[src/hdl/modem_sdlc_regs.vh]
// register map, field positions and timing constants of the modem/sdlc block
`ifndef MODEM_SDLC_REGS_VH
`define MODEM_SDLC_REGS_VH

// word offsets (word index in haddr[3:2])
`define OFS_RX_CTRL       2'h0
`define OFS_TX_DBUF       2'h1
`define OFS_TX_CTRL       2'h2
`define OFS_CONFIG        2'h3

// receive control fields
`define RX_READY_BIT      1
`define RX_RTS_BIT        2
`define RX_SECTX_BIT      3
`define RX_LINE_IE_BIT    5
`define RX_SECRCV_BIT     10
`define RX_RING_BIT       14
`define RX_CHANGE_BIT     15

// transmit control fields
`define TX_SEND_BIT       4
`define TX_IE_BIT         6
`define TX_DONE_BIT       7
`define TX_RESET_BIT      8
`define TX_ACTIVE_BIT     9

// transmit data buffer fields
`define DBUF_SOM_BIT      8

// config fields
`define CFG_KEEP_BIT      0
`define CFG_SECRCV_GND    1
`define CFG_SECTX_INH     2
`define CFG_MAINT_BIT     3

`define FLAG_PATTERN      8'h7E

// timing
`define CLK_MHZ           250
`define CLEAR_PULSE_NS    1000
`define RING_QUAL_MS      10
`define MAINT_CLK_KHZ     10
`define CLEAR_CYCLES      ((`CLEAR_PULSE_NS * `CLK_MHZ) / 1000)
`define RING_QUAL_CYCLES  (`RING_QUAL_MS * `CLK_MHZ * 1000)
`define MAINT_HALF_CYCLES ((`CLK_MHZ * 1000) / (2 * `MAINT_CLK_KHZ))

`endif

[src/hdl/line_sync.v]
// two flip-flop synchroniser for one pin level
`timescale 1ns/100ps
module line_sync
(
    input  wire hclk,
    input  wire hresetn,
    input  wire pin,
    output reg  level
);
    reg first;

    always @(posedge hclk or negedge hresetn)
    begin
        if (!hresetn)
        begin
            first <= 1'b0;
            level <= 1'b0;
        end
        else
        begin
            first <= pin;
            level <= first;
        end
    end
endmodule

[src/hdl/modem_sdlc_ctrl.v]
// modem control lines and sdlc transmit start-up behind an ahb-lite slave
//
// The AHB-Lite interface to the registers and the register addresses are this design's own decisions.
`timescale 1ns/100ps
`include "modem_sdlc_regs.vh"

// Contract
// - ring line shows at receive bit 14; any transition sets change flag.
// - rising ring edge sets flag only after 10 ms; falling edge at once.
// - receive bits 1, 2, 3 drive ready, request-to-send, secondary transmit.
// - those three bits load on any word or low-byte write of receive reg.
// - clear resets modem bits unless keep option set; then software clears.
// - option forces secondary receive input to inactive zero.
// - option inhibits secondary transmit output regardless of its bit.
// - maintenance select gates internal 10 kHz clock onto timing output.
// - writing one to transmit bit 8 makes one clear pulse of 1 us.
// - clear resets active, send, irq enable, start bit; sets done.
// - while inactive, load qualifier clocks sync buffer each transmit edge.
// - skip-load qualifier is load AND not skip sequence.
// - inactive and not sending holds line at mark, data register clear.
// - end of any transmit buffer write clears done.
// - start bit synchronised on next edge; send-flag is start AND copy.
// - send, send-flag, load request flag and enable active as first step.
// - next transmit edge latches flag and active requests into synced copies.
// - flags repeat while start bit is set, then data characters; no 16-bit check is sent.
// - change flag bit 15 raises receive request if bit 5; read clears.
// - every flag sent is pattern 01111110.
module modem_sdlc_ctrl
#(
    parameter RING_QUAL_CYCLES  = `RING_QUAL_CYCLES,
    parameter MAINT_HALF_CYCLES = `MAINT_HALF_CYCLES
)
(
    input  wire        hclk,
    input  wire        hresetn,
    input  wire        bus_init,
    input  wire        hsel,
    input  wire [31:0] haddr,
    input  wire [1:0]  htrans,
    input  wire        hwrite,
    input  wire [2:0]  hsize,
    input  wire [31:0] hwdata,
    input  wire        hready,
    output wire        hreadyout,
    output wire        hresp,
    output reg  [31:0] hrdata,
    input  wire        ring_in,
    input  wire        secondary_receive_in,
    input  wire        transmit_clock_in,
    output reg         terminal_ready_out,
    output reg         request_to_send_out,
    output reg         secondary_transmit_out,
    output reg         maintenance_test_clock,
    output reg         modem_tx_data,
    output wire        rx_int_req
);
    // ------------------------------------------------------------
    // pin synchronisers
    // ------------------------------------------------------------
    wire [2:0] pins = {transmit_clock_in, secondary_receive_in, ring_in};
    wire [2:0] pin_lvl;

    genvar g;
    generate
        for (g = 0; g < 3; g = g + 1)
        begin : sync_gen
            line_sync u_sync
            (
                .hclk    (hclk),
                .hresetn (hresetn),
                .pin     (pins[g]),
                .level   (pin_lvl[g])
            );
        end
    endgenerate

    wire ring_lvl = pin_lvl[0];
    wire txclk_lvl = pin_lvl[2];

    // ------------------------------------------------------------
    // ahb-lite slave
    // ------------------------------------------------------------
    function lane_ok;
        input [2:0] size;
        input [1:0] ofs;
        input [1:0] lane;
        begin
            lane_ok = (size == 3'h2) || (size == 3'h1 && ofs[1] == lane[1])
                   || (size == 3'h0 && ofs == lane);
        end
    endfunction

    reg        dp_write;
    reg [1:0]  dp_reg;
    reg [1:0]  dp_ofs;
    reg [2:0]  dp_size;

    wire take = hsel && htrans[1] && hready;
    wire [1:0] a_reg = haddr[3:2];
    wire       a_map = (haddr[31:4] == 28'h0000000);
    wire       rd_rx = take && !hwrite && a_map && (a_reg == `OFS_RX_CTRL);

    assign hreadyout = 1'b1;
    assign hresp = 1'b0;

    always @(posedge hclk or negedge hresetn)
    begin
        if (!hresetn)
        begin
            dp_write <= 1'b0;
            dp_reg <= 2'h0;
            dp_ofs <= 2'h0;
            dp_size <= 3'h0;
        end
        else
        begin
            dp_write <= take && hwrite && a_map;
            dp_reg <= a_reg;
            dp_ofs <= haddr[1:0];
            dp_size <= hsize;
        end
    end

    wire wr_rx = dp_write && (dp_reg == `OFS_RX_CTRL);
    wire wr_db = dp_write && (dp_reg == `OFS_TX_DBUF);
    wire wr_tc = dp_write && (dp_reg == `OFS_TX_CTRL);
    wire wr_cf = dp_write && (dp_reg == `OFS_CONFIG);
    wire lo_ok = lane_ok(dp_size, dp_ofs, 2'h0);
    wire hi_ok = lane_ok(dp_size, dp_ofs, 2'h1);

    // ------------------------------------------------------------
    // registers and device clear
    // ------------------------------------------------------------
    reg [3:0] config_bits;
    reg [2:0] modem_bits;
    reg       line_ie;
    reg       change_flag;
    reg       send;
    reg       transmit_interrupt_enable;
    reg       transmit_done;
    reg       transmitter_active;
    reg       start_of_message_bit;
    reg [7:0] tx_byte;
    reg [7:0] clr_cnt;

    wire device_clear_pulse = (clr_cnt != 8'h00);
    wire clear_all = device_clear_pulse || bus_init;
    wire keep_modem = config_bits[`CFG_KEEP_BIT];
    wire secrcv_lvl = config_bits[`CFG_SECRCV_GND] ? 1'b0 : pin_lvl[1];

    localparam CLEAR_LEN = `CLEAR_CYCLES;
    always @(posedge hclk or negedge hresetn)
    begin
        if (!hresetn)
            clr_cnt <= 8'h00;
        else if (wr_tc && hi_ok && hwdata[`TX_RESET_BIT])
            clr_cnt <= CLEAR_LEN[7:0];
        else if (device_clear_pulse)
            clr_cnt <= clr_cnt - 8'h01;
    end

    always @(posedge hclk or negedge hresetn)
    begin
        if (!hresetn)
        begin
            config_bits <= 4'h0;
            modem_bits <= 3'h0;
            line_ie <= 1'b0;
        end
        else
        begin
            if (wr_cf && lo_ok)
                config_bits <= hwdata[3:0];
            if (clear_all && !keep_modem)
                modem_bits <= 3'h0;
            else if (wr_rx && lo_ok)
                modem_bits <= hwdata[3:1];
            if (clear_all)
                line_ie <= 1'b0;
            else if (wr_rx && lo_ok)
                line_ie <= hwdata[`RX_LINE_IE_BIT];
        end
    end

    // modem-side outputs
    always @(posedge hclk or negedge hresetn)
    begin
        if (!hresetn)
        begin
            terminal_ready_out <= 1'b0;
            request_to_send_out <= 1'b0;
            secondary_transmit_out <= 1'b0;
        end
        else
        begin
            terminal_ready_out <= modem_bits[0];
            request_to_send_out <= modem_bits[1];
            secondary_transmit_out <= modem_bits[2]
                && !config_bits[`CFG_SECTX_INH];
        end
    end

    // ------------------------------------------------------------
    // ring qualification and change flag
    // ------------------------------------------------------------
    reg        ring_d;
    reg [23:0] ring_cnt;

    wire ring_rise = ring_lvl && !ring_d;
    wire ring_fall = !ring_lvl && ring_d;
    wire ring_done = (ring_cnt == 24'h000001);
    wire set_change = ring_fall || ring_done;

    always @(posedge hclk or negedge hresetn)
    begin
        if (!hresetn)
        begin
            ring_d <= 1'b0;
            ring_cnt <= 24'h000000;
            change_flag <= 1'b0;
        end
        else
        begin
            ring_d <= ring_lvl;
            if (ring_rise)
                ring_cnt <= RING_QUAL_CYCLES[23:0];
            else if (ring_cnt != 24'h000000)
                ring_cnt <= ring_cnt - 24'h000001;
            if (set_change)
                change_flag <= 1'b1;
            else if (rd_rx)
                change_flag <= 1'b0;
        end
    end

    assign rx_int_req = change_flag && line_ie;

    // ------------------------------------------------------------
    // transmit clock edge, qualifiers, bit sync buffer
    // ------------------------------------------------------------
    reg txclk_d;
    reg synced_start_of_message;
    reg synced_flag_request;
    reg synced_active_enable;

    wire delayed_transmit_clock = txclk_lvl && !txclk_d;
    wire skip_sequence = 1'b0;
    wire load = !transmitter_active;
    wire skip_load_qualifier = load && !skip_sequence;
    wire send_flag = start_of_message_bit && synced_start_of_message;
    wire flag_request = send && send_flag
        && (load || synced_active_enable);
    wire active_enable_request = send && (send_flag && load
        || synced_active_enable);
    wire en_done = send && synced_active_enable && synced_flag_request
        && send_flag && skip_load_qualifier;
    wire sync_clk = delayed_transmit_clock && load;

    always @(posedge hclk or negedge hresetn)
    begin
        if (!hresetn)
        begin
            txclk_d <= 1'b0;
            synced_start_of_message <= 1'b0;
            synced_flag_request <= 1'b0;
            synced_active_enable <= 1'b0;
        end
        else
        begin
            txclk_d <= txclk_lvl;
            if (clear_all)
            begin
                synced_start_of_message <= 1'b0;
                synced_flag_request <= 1'b0;
                synced_active_enable <= 1'b0;
            end
            else if (sync_clk)
            begin
                synced_start_of_message <= start_of_message_bit;
                synced_flag_request <= flag_request;
                synced_active_enable <= active_enable_request;
            end
        end
    end

    // ------------------------------------------------------------
    // transmit control and data buffer
    // ------------------------------------------------------------
    always @(posedge hclk or negedge hresetn)
    begin
        if (!hresetn)
        begin
            send <= 1'b0;
            transmit_interrupt_enable <= 1'b0;
            transmit_done <= 1'b1;
            transmitter_active <= 1'b0;
            start_of_message_bit <= 1'b0;
            tx_byte <= 8'h00;
        end
        else if (clear_all)
        begin
            send <= 1'b0;
            transmit_interrupt_enable <= 1'b0;
            transmit_done <= 1'b1;
            transmitter_active <= 1'b0;
            start_of_message_bit <= 1'b0;
        end
        else
        begin
            if (wr_tc && lo_ok)
            begin
                send <= hwdata[`TX_SEND_BIT];
                transmit_interrupt_enable <= hwdata[`TX_IE_BIT];
            end
            if (delayed_transmit_clock && en_done)
                transmit_done <= 1'b1;
            else if (wr_db)
                transmit_done <= 1'b0;
            if (delayed_transmit_clock && synced_active_enable)
                transmitter_active <= 1'b1;
            if (wr_db && lo_ok)
                tx_byte <= hwdata[7:0];
            if (wr_db && hi_ok)
                start_of_message_bit <= hwdata[`DBUF_SOM_BIT];
        end
    end

    // ------------------------------------------------------------
    // serial data path: flag then data characters
    // ------------------------------------------------------------
    reg [2:0] bit_idx;
    reg       in_flag;
    reg [7:0] shifter;
    reg       transmit_data_out_reg;

    wire en_data = transmitter_active || send;
    wire [7:0] flag_bits = `FLAG_PATTERN;
    wire next_bit = in_flag ? flag_bits[bit_idx] : shifter[0];

    always @(posedge hclk or negedge hresetn)
    begin
        if (!hresetn)
        begin
            bit_idx <= 3'h0;
            in_flag <= 1'b1;
            shifter <= 8'h00;
            transmit_data_out_reg <= 1'b0;
            modem_tx_data <= 1'b1;
        end
        else
        begin
            modem_tx_data <= en_data ? transmit_data_out_reg : 1'b1;
            if (!en_data)
            begin
                transmit_data_out_reg <= 1'b0;
                bit_idx <= 3'h0;
                in_flag <= 1'b1;
            end
            else if (delayed_transmit_clock && synced_flag_request)
            begin
                transmit_data_out_reg <= next_bit;
                bit_idx <= bit_idx + 3'h1;
                if (!in_flag)
                    shifter <= {1'b0, shifter[7:1]};
                if (bit_idx == 3'h7)
                begin
                    in_flag <= start_of_message_bit;
                    shifter <= tx_byte;
                end
            end
        end
    end

    // ------------------------------------------------------------
    // internal maintenance clock
    // ------------------------------------------------------------
    reg [13:0] maint_cnt;
    reg        maint_phase;

    always @(posedge hclk or negedge hresetn)
    begin
        if (!hresetn)
        begin
            maint_cnt <= 14'h0000;
            maint_phase <= 1'b0;
            maintenance_test_clock <= 1'b0;
        end
        else
        begin
            if (maint_cnt == MAINT_HALF_CYCLES[13:0] - 14'h0001)
            begin
                maint_cnt <= 14'h0000;
                maint_phase <= !maint_phase;
            end
            else
                maint_cnt <= maint_cnt + 14'h0001;
            maintenance_test_clock <= maint_phase
                && config_bits[`CFG_MAINT_BIT];
        end
    end

    // ------------------------------------------------------------
    // read data
    // ------------------------------------------------------------
    reg [31:0] next_rdata;

    always @*
    begin
        next_rdata = 32'h00000000;
        case (a_reg)
            `OFS_RX_CTRL:
            begin
                next_rdata[3:1] = modem_bits;
                next_rdata[`RX_LINE_IE_BIT] = line_ie;
                next_rdata[`RX_SECRCV_BIT] = secrcv_lvl;
                next_rdata[`RX_RING_BIT] = ring_lvl;
                next_rdata[`RX_CHANGE_BIT] = change_flag;
            end
            `OFS_TX_DBUF:
            begin
                next_rdata[7:0] = tx_byte;
                next_rdata[`DBUF_SOM_BIT] = start_of_message_bit;
            end
            `OFS_TX_CTRL:
            begin
                next_rdata[`TX_SEND_BIT] = send;
                next_rdata[`TX_IE_BIT] = transmit_interrupt_enable;
                next_rdata[`TX_DONE_BIT] = transmit_done;
                next_rdata[`TX_ACTIVE_BIT] = transmitter_active;
            end
            default:
                next_rdata[3:0] = config_bits;
        endcase
        if (!a_map)
            next_rdata = 32'h00000000;
    end

    always @(posedge hclk or negedge hresetn)
    begin
        if (!hresetn)
            hrdata <= 32'h00000000;
        else if (take && !hwrite)
            hrdata <= next_rdata;
    end
endmodule

[config.mk]
export PLATFORM = sky130hd
export DESIGN_NAME = modem_sdlc_ctrl
export DESIGN_NICKNAME = d
export VERILOG_FILES = /design/src/hdl/line_sync.v /design/src/hdl/modem_sdlc_ctrl.v
export VERILOG_INCLUDE_DIRS = /design/src /design/src/hdl
export SDC_FILE = /design/constraint.sdc
export NUM_CORES = 1
export LEC_CHECK = 0
export BUFFER_PORTS_ARGS = -buffer_cell sky130_fd_sc_hd__buf_2
export CAP_MARGIN = 20
export CORE_ASPECT_RATIO = 0.8
export CORE_MARGIN = 1.5
export CORE_UTILIZATION = 25
export DETAILED_ROUTE_END_ITERATION = 6
export PLACE_DENSITY = 0.47
export SLEW_MARGIN = 30
export SYNTH_ARGS = -nofsm -noshare
export SYNTH_HDL_FRONTEND = slang
export SYNTH_SLANG_ARGS = --single-unit
[constraint.sdc]
create_clock -name hclk -period 7.27 [get_ports hclk]
set_clock_uncertainty 0.05 [all_clocks]
set_input_delay 1.0905 -clock hclk [delete_from_list [all_inputs] [get_ports hclk]]
set_output_delay 1.0905 -clock hclk [all_outputs]
set_load 0.02 [all_outputs]
* Word-level counts from Yosys, hierarchy flattened
Memories as Yosys holds them, arrays and structs flattened.
Cells that the tools add are included.
** Word-level totals
- Register bits :: 138
- Bits in read-only memories :: 8
- Input bits :: 78
- Output and inout bits :: 40
- Word-level logic and storage cells :: 190
- Memories :: 1
** Cells by class
- Add/subtract/negate cells :: 4
- $lt $le $gt $ge :: 1
- Equal/unequal tests :: 14
- Mux-type cells :: 51
- Bitwise operators :: 2
- Reductions and logical operators :: 78
** Memories
- (name not given) :: words 8, bits a word 1, read ports 1, clocked after Yosys merged registers in 0, wr ports 0, RTL line modem_sdlc_ctrl.v:338 : wire next_bit = in_flag ? flag_bits[bit_idx] : shifter[0];
** Operators with widths (count)
- two-way mux 24 bit :: 2
- logical AND 1 bit :: 41
- two-way mux 1 bit :: 33
- two-way mux 8 bit :: 4
- zero test 28 bit :: 1
- equality test 24 x 1 -> 1 bit, second input constant :: 1
- nonzero test 24 bit :: 1
- subtractor 24 x 1 -> 24 bit, second input constant :: 1
- nonzero test 2 bit :: 9
- two-way mux 16 bit :: 1
- adder 14 x 1 -> 14 bit, second input constant :: 1
- equality test 14 bit, second input constant :: 1
- two-way mux 14 bit :: 1
- two-way mux 3 bit :: 4
- one-hot mux 3 bit (3 select lines) :: 1
- zero test 1 bit :: 8
- logical OR 1 bit :: 8
- nonzero test 8 bit :: 1
- subtractor 8 x 1 -> 8 bit, second input constant :: 1
- equality test 2 x 1 -> 1 bit, second input constant :: 3
- equality test 2 bit, second input constant :: 3
- zero test 2 bit :: 3
- != test 2 x 1 -> 1 bit, second input constant :: 3
- one-hot mux 1 bit (2 select lines) :: 3
- 13 further kinds :: 15

* Logic depth before layout (Yosys ltp)
- Depth in word-level cells :: 7
- Mapped depth :: 8
- Depth with buffers taken out :: 6

* By module
A second synthesis with hierarchy kept.
** Second synthesis, totals
- Cells, all modules :: 570
- Area, all modules :: 5898.2 µm²
** By module, submodules not included
- modem_sdlc_ctrl :: instances 1, cells each 564, area each 5748.0 µm²
- line_sync :: instances 3, cells each 2, area each 50.0 µm²

* Least setup slack after synthesis
OpenSTA, ideal clock, no wires.
- Kind :: register -> register
- Start point :: reg clr_cnt[0]
- End point :: reg tx_byte[0]
- Setup time :: 0.125 ns
- Arrival time :: 2.359 ns
- Required time :: 7.095 ns
- Setup slack :: 4.736 ns
- Cell stages (with the launch flop) :: 8
- Cells stage by stage :: dfrtp_1 > inv_1 > ha_1 > or3b_2 > clkbuf_1 > or3_4 > nor4_4 > mux2_2
** On the way
- Word-level cells in the longest chain between the ends :: 4
** Ends and longest elaborated chain
- start, declared :: RTL line modem_sdlc_ctrl.v:144 : reg [7:0] clr_cnt;
- start signal, assigned :: RTL line modem_sdlc_ctrl.v:157 : clr_cnt <= CLEAR_LEN[7:0];
- start signal, assigned :: RTL line modem_sdlc_ctrl.v:159 : clr_cnt <= clr_cnt - 8'h01;
- nonzero test 8 bit :: RTL line modem_sdlc_ctrl.v:146 : wire device_clear_pulse = (clr_cnt != 8'h00);
- logical OR 1 bit :: RTL line modem_sdlc_ctrl.v:147 : wire clear_all = device_clear_pulse || bus_init;
- inverter 1 bit (no line)
- AND reduction 2 bit (no line)
- end signal, assigned :: RTL line modem_sdlc_ctrl.v:322 : tx_byte <= hwdata[7:0];
- end, declared :: RTL line modem_sdlc_ctrl.v:143 : reg [7:0] tx_byte;
No other way between the ends.
A chain may end at the register's enable or synchronous reset.

* Worst setup path in the final report
- Start point :: reg clr_cnt[0]
- End point :: reg tx_byte[1]
Same word-level chain as after synthesis.

==> flow_metrics.env <==
export IMPL_final_nets=732
export IMPL_hold_start="sync_gen[0].u_sync.first"
export IMPL_rows=49
export IMPL_antenna_found_initial=0
export IMPL_crit_type="flip-flop to flip-flop"
export IMPL_syn_inst=565
export IMPL_drc=0
export IMPL_crit_slowest_cell="nor4_4"
export IMPL_grt_pass1_vias=4581
export IMPL_totalWireLength_um=14590
export IMPL_hpwl_um=10570
export IMPL_die_w_um=174.2
export IMPL_holdCritPathClass="flip-flop to flip-flop"
export IMPL_drtIter0Drc=348
export IMPL_maxSlewHeadroom=0.4495
export IMPL_rsz0062_at_grt="false"
export IMPL_tightest_slew_ns=0.8257
export IMPL_globalRouteOverflowTotal=0
export IMPL_top_register="ring_cnt"
export IMPL_largest_reg_flops=24
export IMPL_end_kind="flip-flop"
export IMPL_synth_seq_cells=119
export IMPL_place_congestion=0.8214
export IMPL_p_leak_nw=3.027
export IMPL_grt_pass1_wl_um=23760
export IMPL_cts_buffers=17
export IMPL_clock_fmax_mhz=355.8
export IMPL_cp_slowest_stage_delay_ns=0.58
export IMPL_vias=4518
export IMPL_largestRegisters="ring_cnt (24), maint_cnt (14), hrdata (13)"
export IMPL_die_area_mm2=0.02437
export IMPL_core_mm2=0.02275
export IMPL_n_antenna_cell=0
export IMPL_cts_max_level=4
export IMPL_grt_start_max_net_pins=73
export IMPL_cp_cell_sequence="inv_1 -> ha_1 -> or3b_2 -> or3_4 -> nor4_4 -> mux2_2"
export IMPL_max_cap_violations=0
export IMPL_post_cts_resized=0
export IMPL_cts_buffer_depth=2
export IMPL_yosysUniqueCellTypes=60
export IMPL_io_buffers=72
export IMPL_syn_area_per_cell_um2=10.37
export IMPL_synth_seq_area_share=0.5089
export IMPL_ant_nets=0
export IMPL_post_cts_buffers=0
export IMPL_crit_fanout=11
export IMPL_final_fill_count=2340
export IMPL_ys_dominant_reg_cell="dfrtp_1"
export IMPL_critPathLaunchType="flip-flop"
export IMPL_finalSetupViolCount=0
export IMPL_status="completed"
export IMPL_period_minus_slack_ns=2.811
export IMPL_async_reset_ff_frac=1.000
export IMPL_die_h_um=139.9
export IMPL_yosys_warnings=0
export IMPL_tritoncts="yes"
export IMPL_worstPathArrival_ns=3.05
export IMPL_clk_pin_slew_ns=0.05
export IMPL_whs_ns=0.2952
export IMPL_vias_per_cell=4.706
export IMPL_area_growth_pct=22.06
export IMPL_ios=118
export IMPL_grt_use_total=0.1252
export IMPL_cellPowerDensity_mw_per_mm2=248.0
export IMPL_maxSlewViolCount=0
export IMPL_cts_root_buf="clkbuf_16"
export IMPL_clkLatencyLatePin_ns=0.41
export IMPL_hold_buffers=0
export IMPL_rr_startpoint="clr_cnt[0]"
export IMPL_start_util=0.2576
export IMPL_routedWlPerCell_um=15.20
export IMPL_final_hold_viol_count=0
export IMPL_clock_sinks=119
export IMPL_ir_worst_vdd_mv=0.1774
export IMPL_dr_pass1_iters=5
export IMPL_fin_crit_sh=0.3866
export IMPL_crit_required_ns=7.51
export IMPL_synth_edff_count=0
export IMPL_drive_above_1_share=0.2156
export IMPL_setup_tns_ns=0
export IMPL_synth_area_mm2=0.005859
export IMPL_setup_worst_path_start="clr_cnt[0]"
worst paths after layout:
check / endpoint / slack [ns] / cells past startpoint
max reg2reg: tx_byte[1] / 4.46 / 6
max in group asynchronous: ring_cnt[23] / 5.44 / 2
min reg2reg: sync_gen[0].u_sync.level / 0.30 / 0
max: tx_byte[1] / 4.46 / 6
min in group asynchronous: clr_cnt[3] / 0.64 / 1
min: sync_gen[0].u_sync.level / 0.30 / 0
layout make-up:
type / count / area (um^2) / share of cell area
inverters: 16 / 60.06 / 0.008397
multi-input cells: 411 / 2686 / 0.3756
flip-flops and latches: 119 / 2982 / 0.4169
well taps: 306 / 382.9 / 0.05353
repair buffers: 76 / 396.6 / 0.05546
clock inverters: 8 / 142.6 / 0.01994
clock buffers: 24 / 501.7 / 0.07015
layout by cell type, fill, tap and decap left out, types with 12 or more instances in the layout:
cell	count
ha_1	13
buf_2	71
nor3_1	13
o31ai_1	19
a21oi_1	33
nor2_1	44
clkbuf_16	17
mux2_2	12
mux2i_1	21
conb_1	21
nor4_1	16
nand4_1	15
dfrtp_1	116
nand2_1	51
inv_1	16
cell families after synthesis:
kind of cell,count (synthesis),share of synthesized area
AND/OR/NAND/NOR,222,0.2076
buffers and inverters,54,0.04847
flip-flops,119,0.5089
multiplexers,33,0.05894
adder cells (fa/ha/maj),13,0.02776
other,2,0.001282
AO/OA/AOI/OAI,105,0.1217
XOR/XNOR,17,0.02541
synthesized netlist by cell type, types with 3 or more instances:
master | instances | area share
or4_1 | 7 | 0.0090
o311ai_0 | 3 | 0.0045
mux2_2 | 12 | 0.023
buf_4 | 21 | 0.027
a21oi_1 | 33 | 0.028
xor2_1 | 11 | 0.016
nand2b_1 | 11 | 0.012
nor4_2 | 3 | 0.0064
or3_1 | 4 | 0.0043
nor4b_1 | 3 | 0.0045
nor3_1 | 13 | 0.011
nor4_1 | 17 | 0.018
and3_1 | 3 | 0.0032
nor2_1 | 44 | 0.028
nand4_1 | 15 | 0.016
nand2_1 | 51 | 0.033
a31oi_1 | 5 | 0.0053
inv_1 | 16 | 0.010
nand3b_1 | 3 | 0.0038
o21ai_0 | 11 | 0.0094
xnor2_1 | 6 | 0.0090
a22oi_1 | 7 | 0.0090
ha_1 | 13 | 0.028
nor2b_1 | 8 | 0.0085
mux2i_1 | 21 | 0.036
dfrtp_1 | 116 | 0.50
or2_2 | 6 | 0.0064
clkbuf_1 | 14 | 0.0090
dfstp_2 | 3 | 0.013
nand3_1 | 10 | 0.0085
o31ai_1 | 19 | 0.024
and2_1 | 9 | 0.0096
a2111oi_0 | 3 | 0.0045
nand4b_1 | 4 | 0.0060
a32o_1 | 3 | 0.0051
stage by stage:
stage	util	power, W	cells	worst slack (ns)	instance area (um^2)
after floorplan	-	0.0008229	584	4.736	5931
after global placement	0.2850	0.0008682	928	4.436	6482
after detailed placement	0.2853	0.0008750	928	4.434	6489
after CTS	0.3136	0.001794	960	4.457	7133
after global routing	0.3144	0.001850	960	4.320	7152
final	0.3144	0.001773	960	4.459	7152
power by group:
part	leakage, nW	total (W)	switching, W	internal (W)
logic	1.19	0.000145	0.0000893	0.0000555
clock network	0.316	0.000907	0.000289	0.000617
registers	1.52	0.000722	0.0000331	0.000689
total	3.03	0.00177	0.000412	0.00136
routing by layer:
layer	wire [um]	track usage	up-vias
li1	-	-	2178
met5	0	0	-
met3	754	0.03013	10
met1	7308	0.1796	2194
met4	150	0.04764	0
met2	6378	0.1813	136
worst max-delay path: cells and delay by family (launching register included):
kind | cells | cell delay, ns
and+or+nand+nor | 3 | 1.61
muxes | 1 | 0.40
DFF | 1 | 0.37
adders and majority gates | 1 | 0.15
buffers and inverters | 1 | 0.11
(Power assumes the default switching activity.)
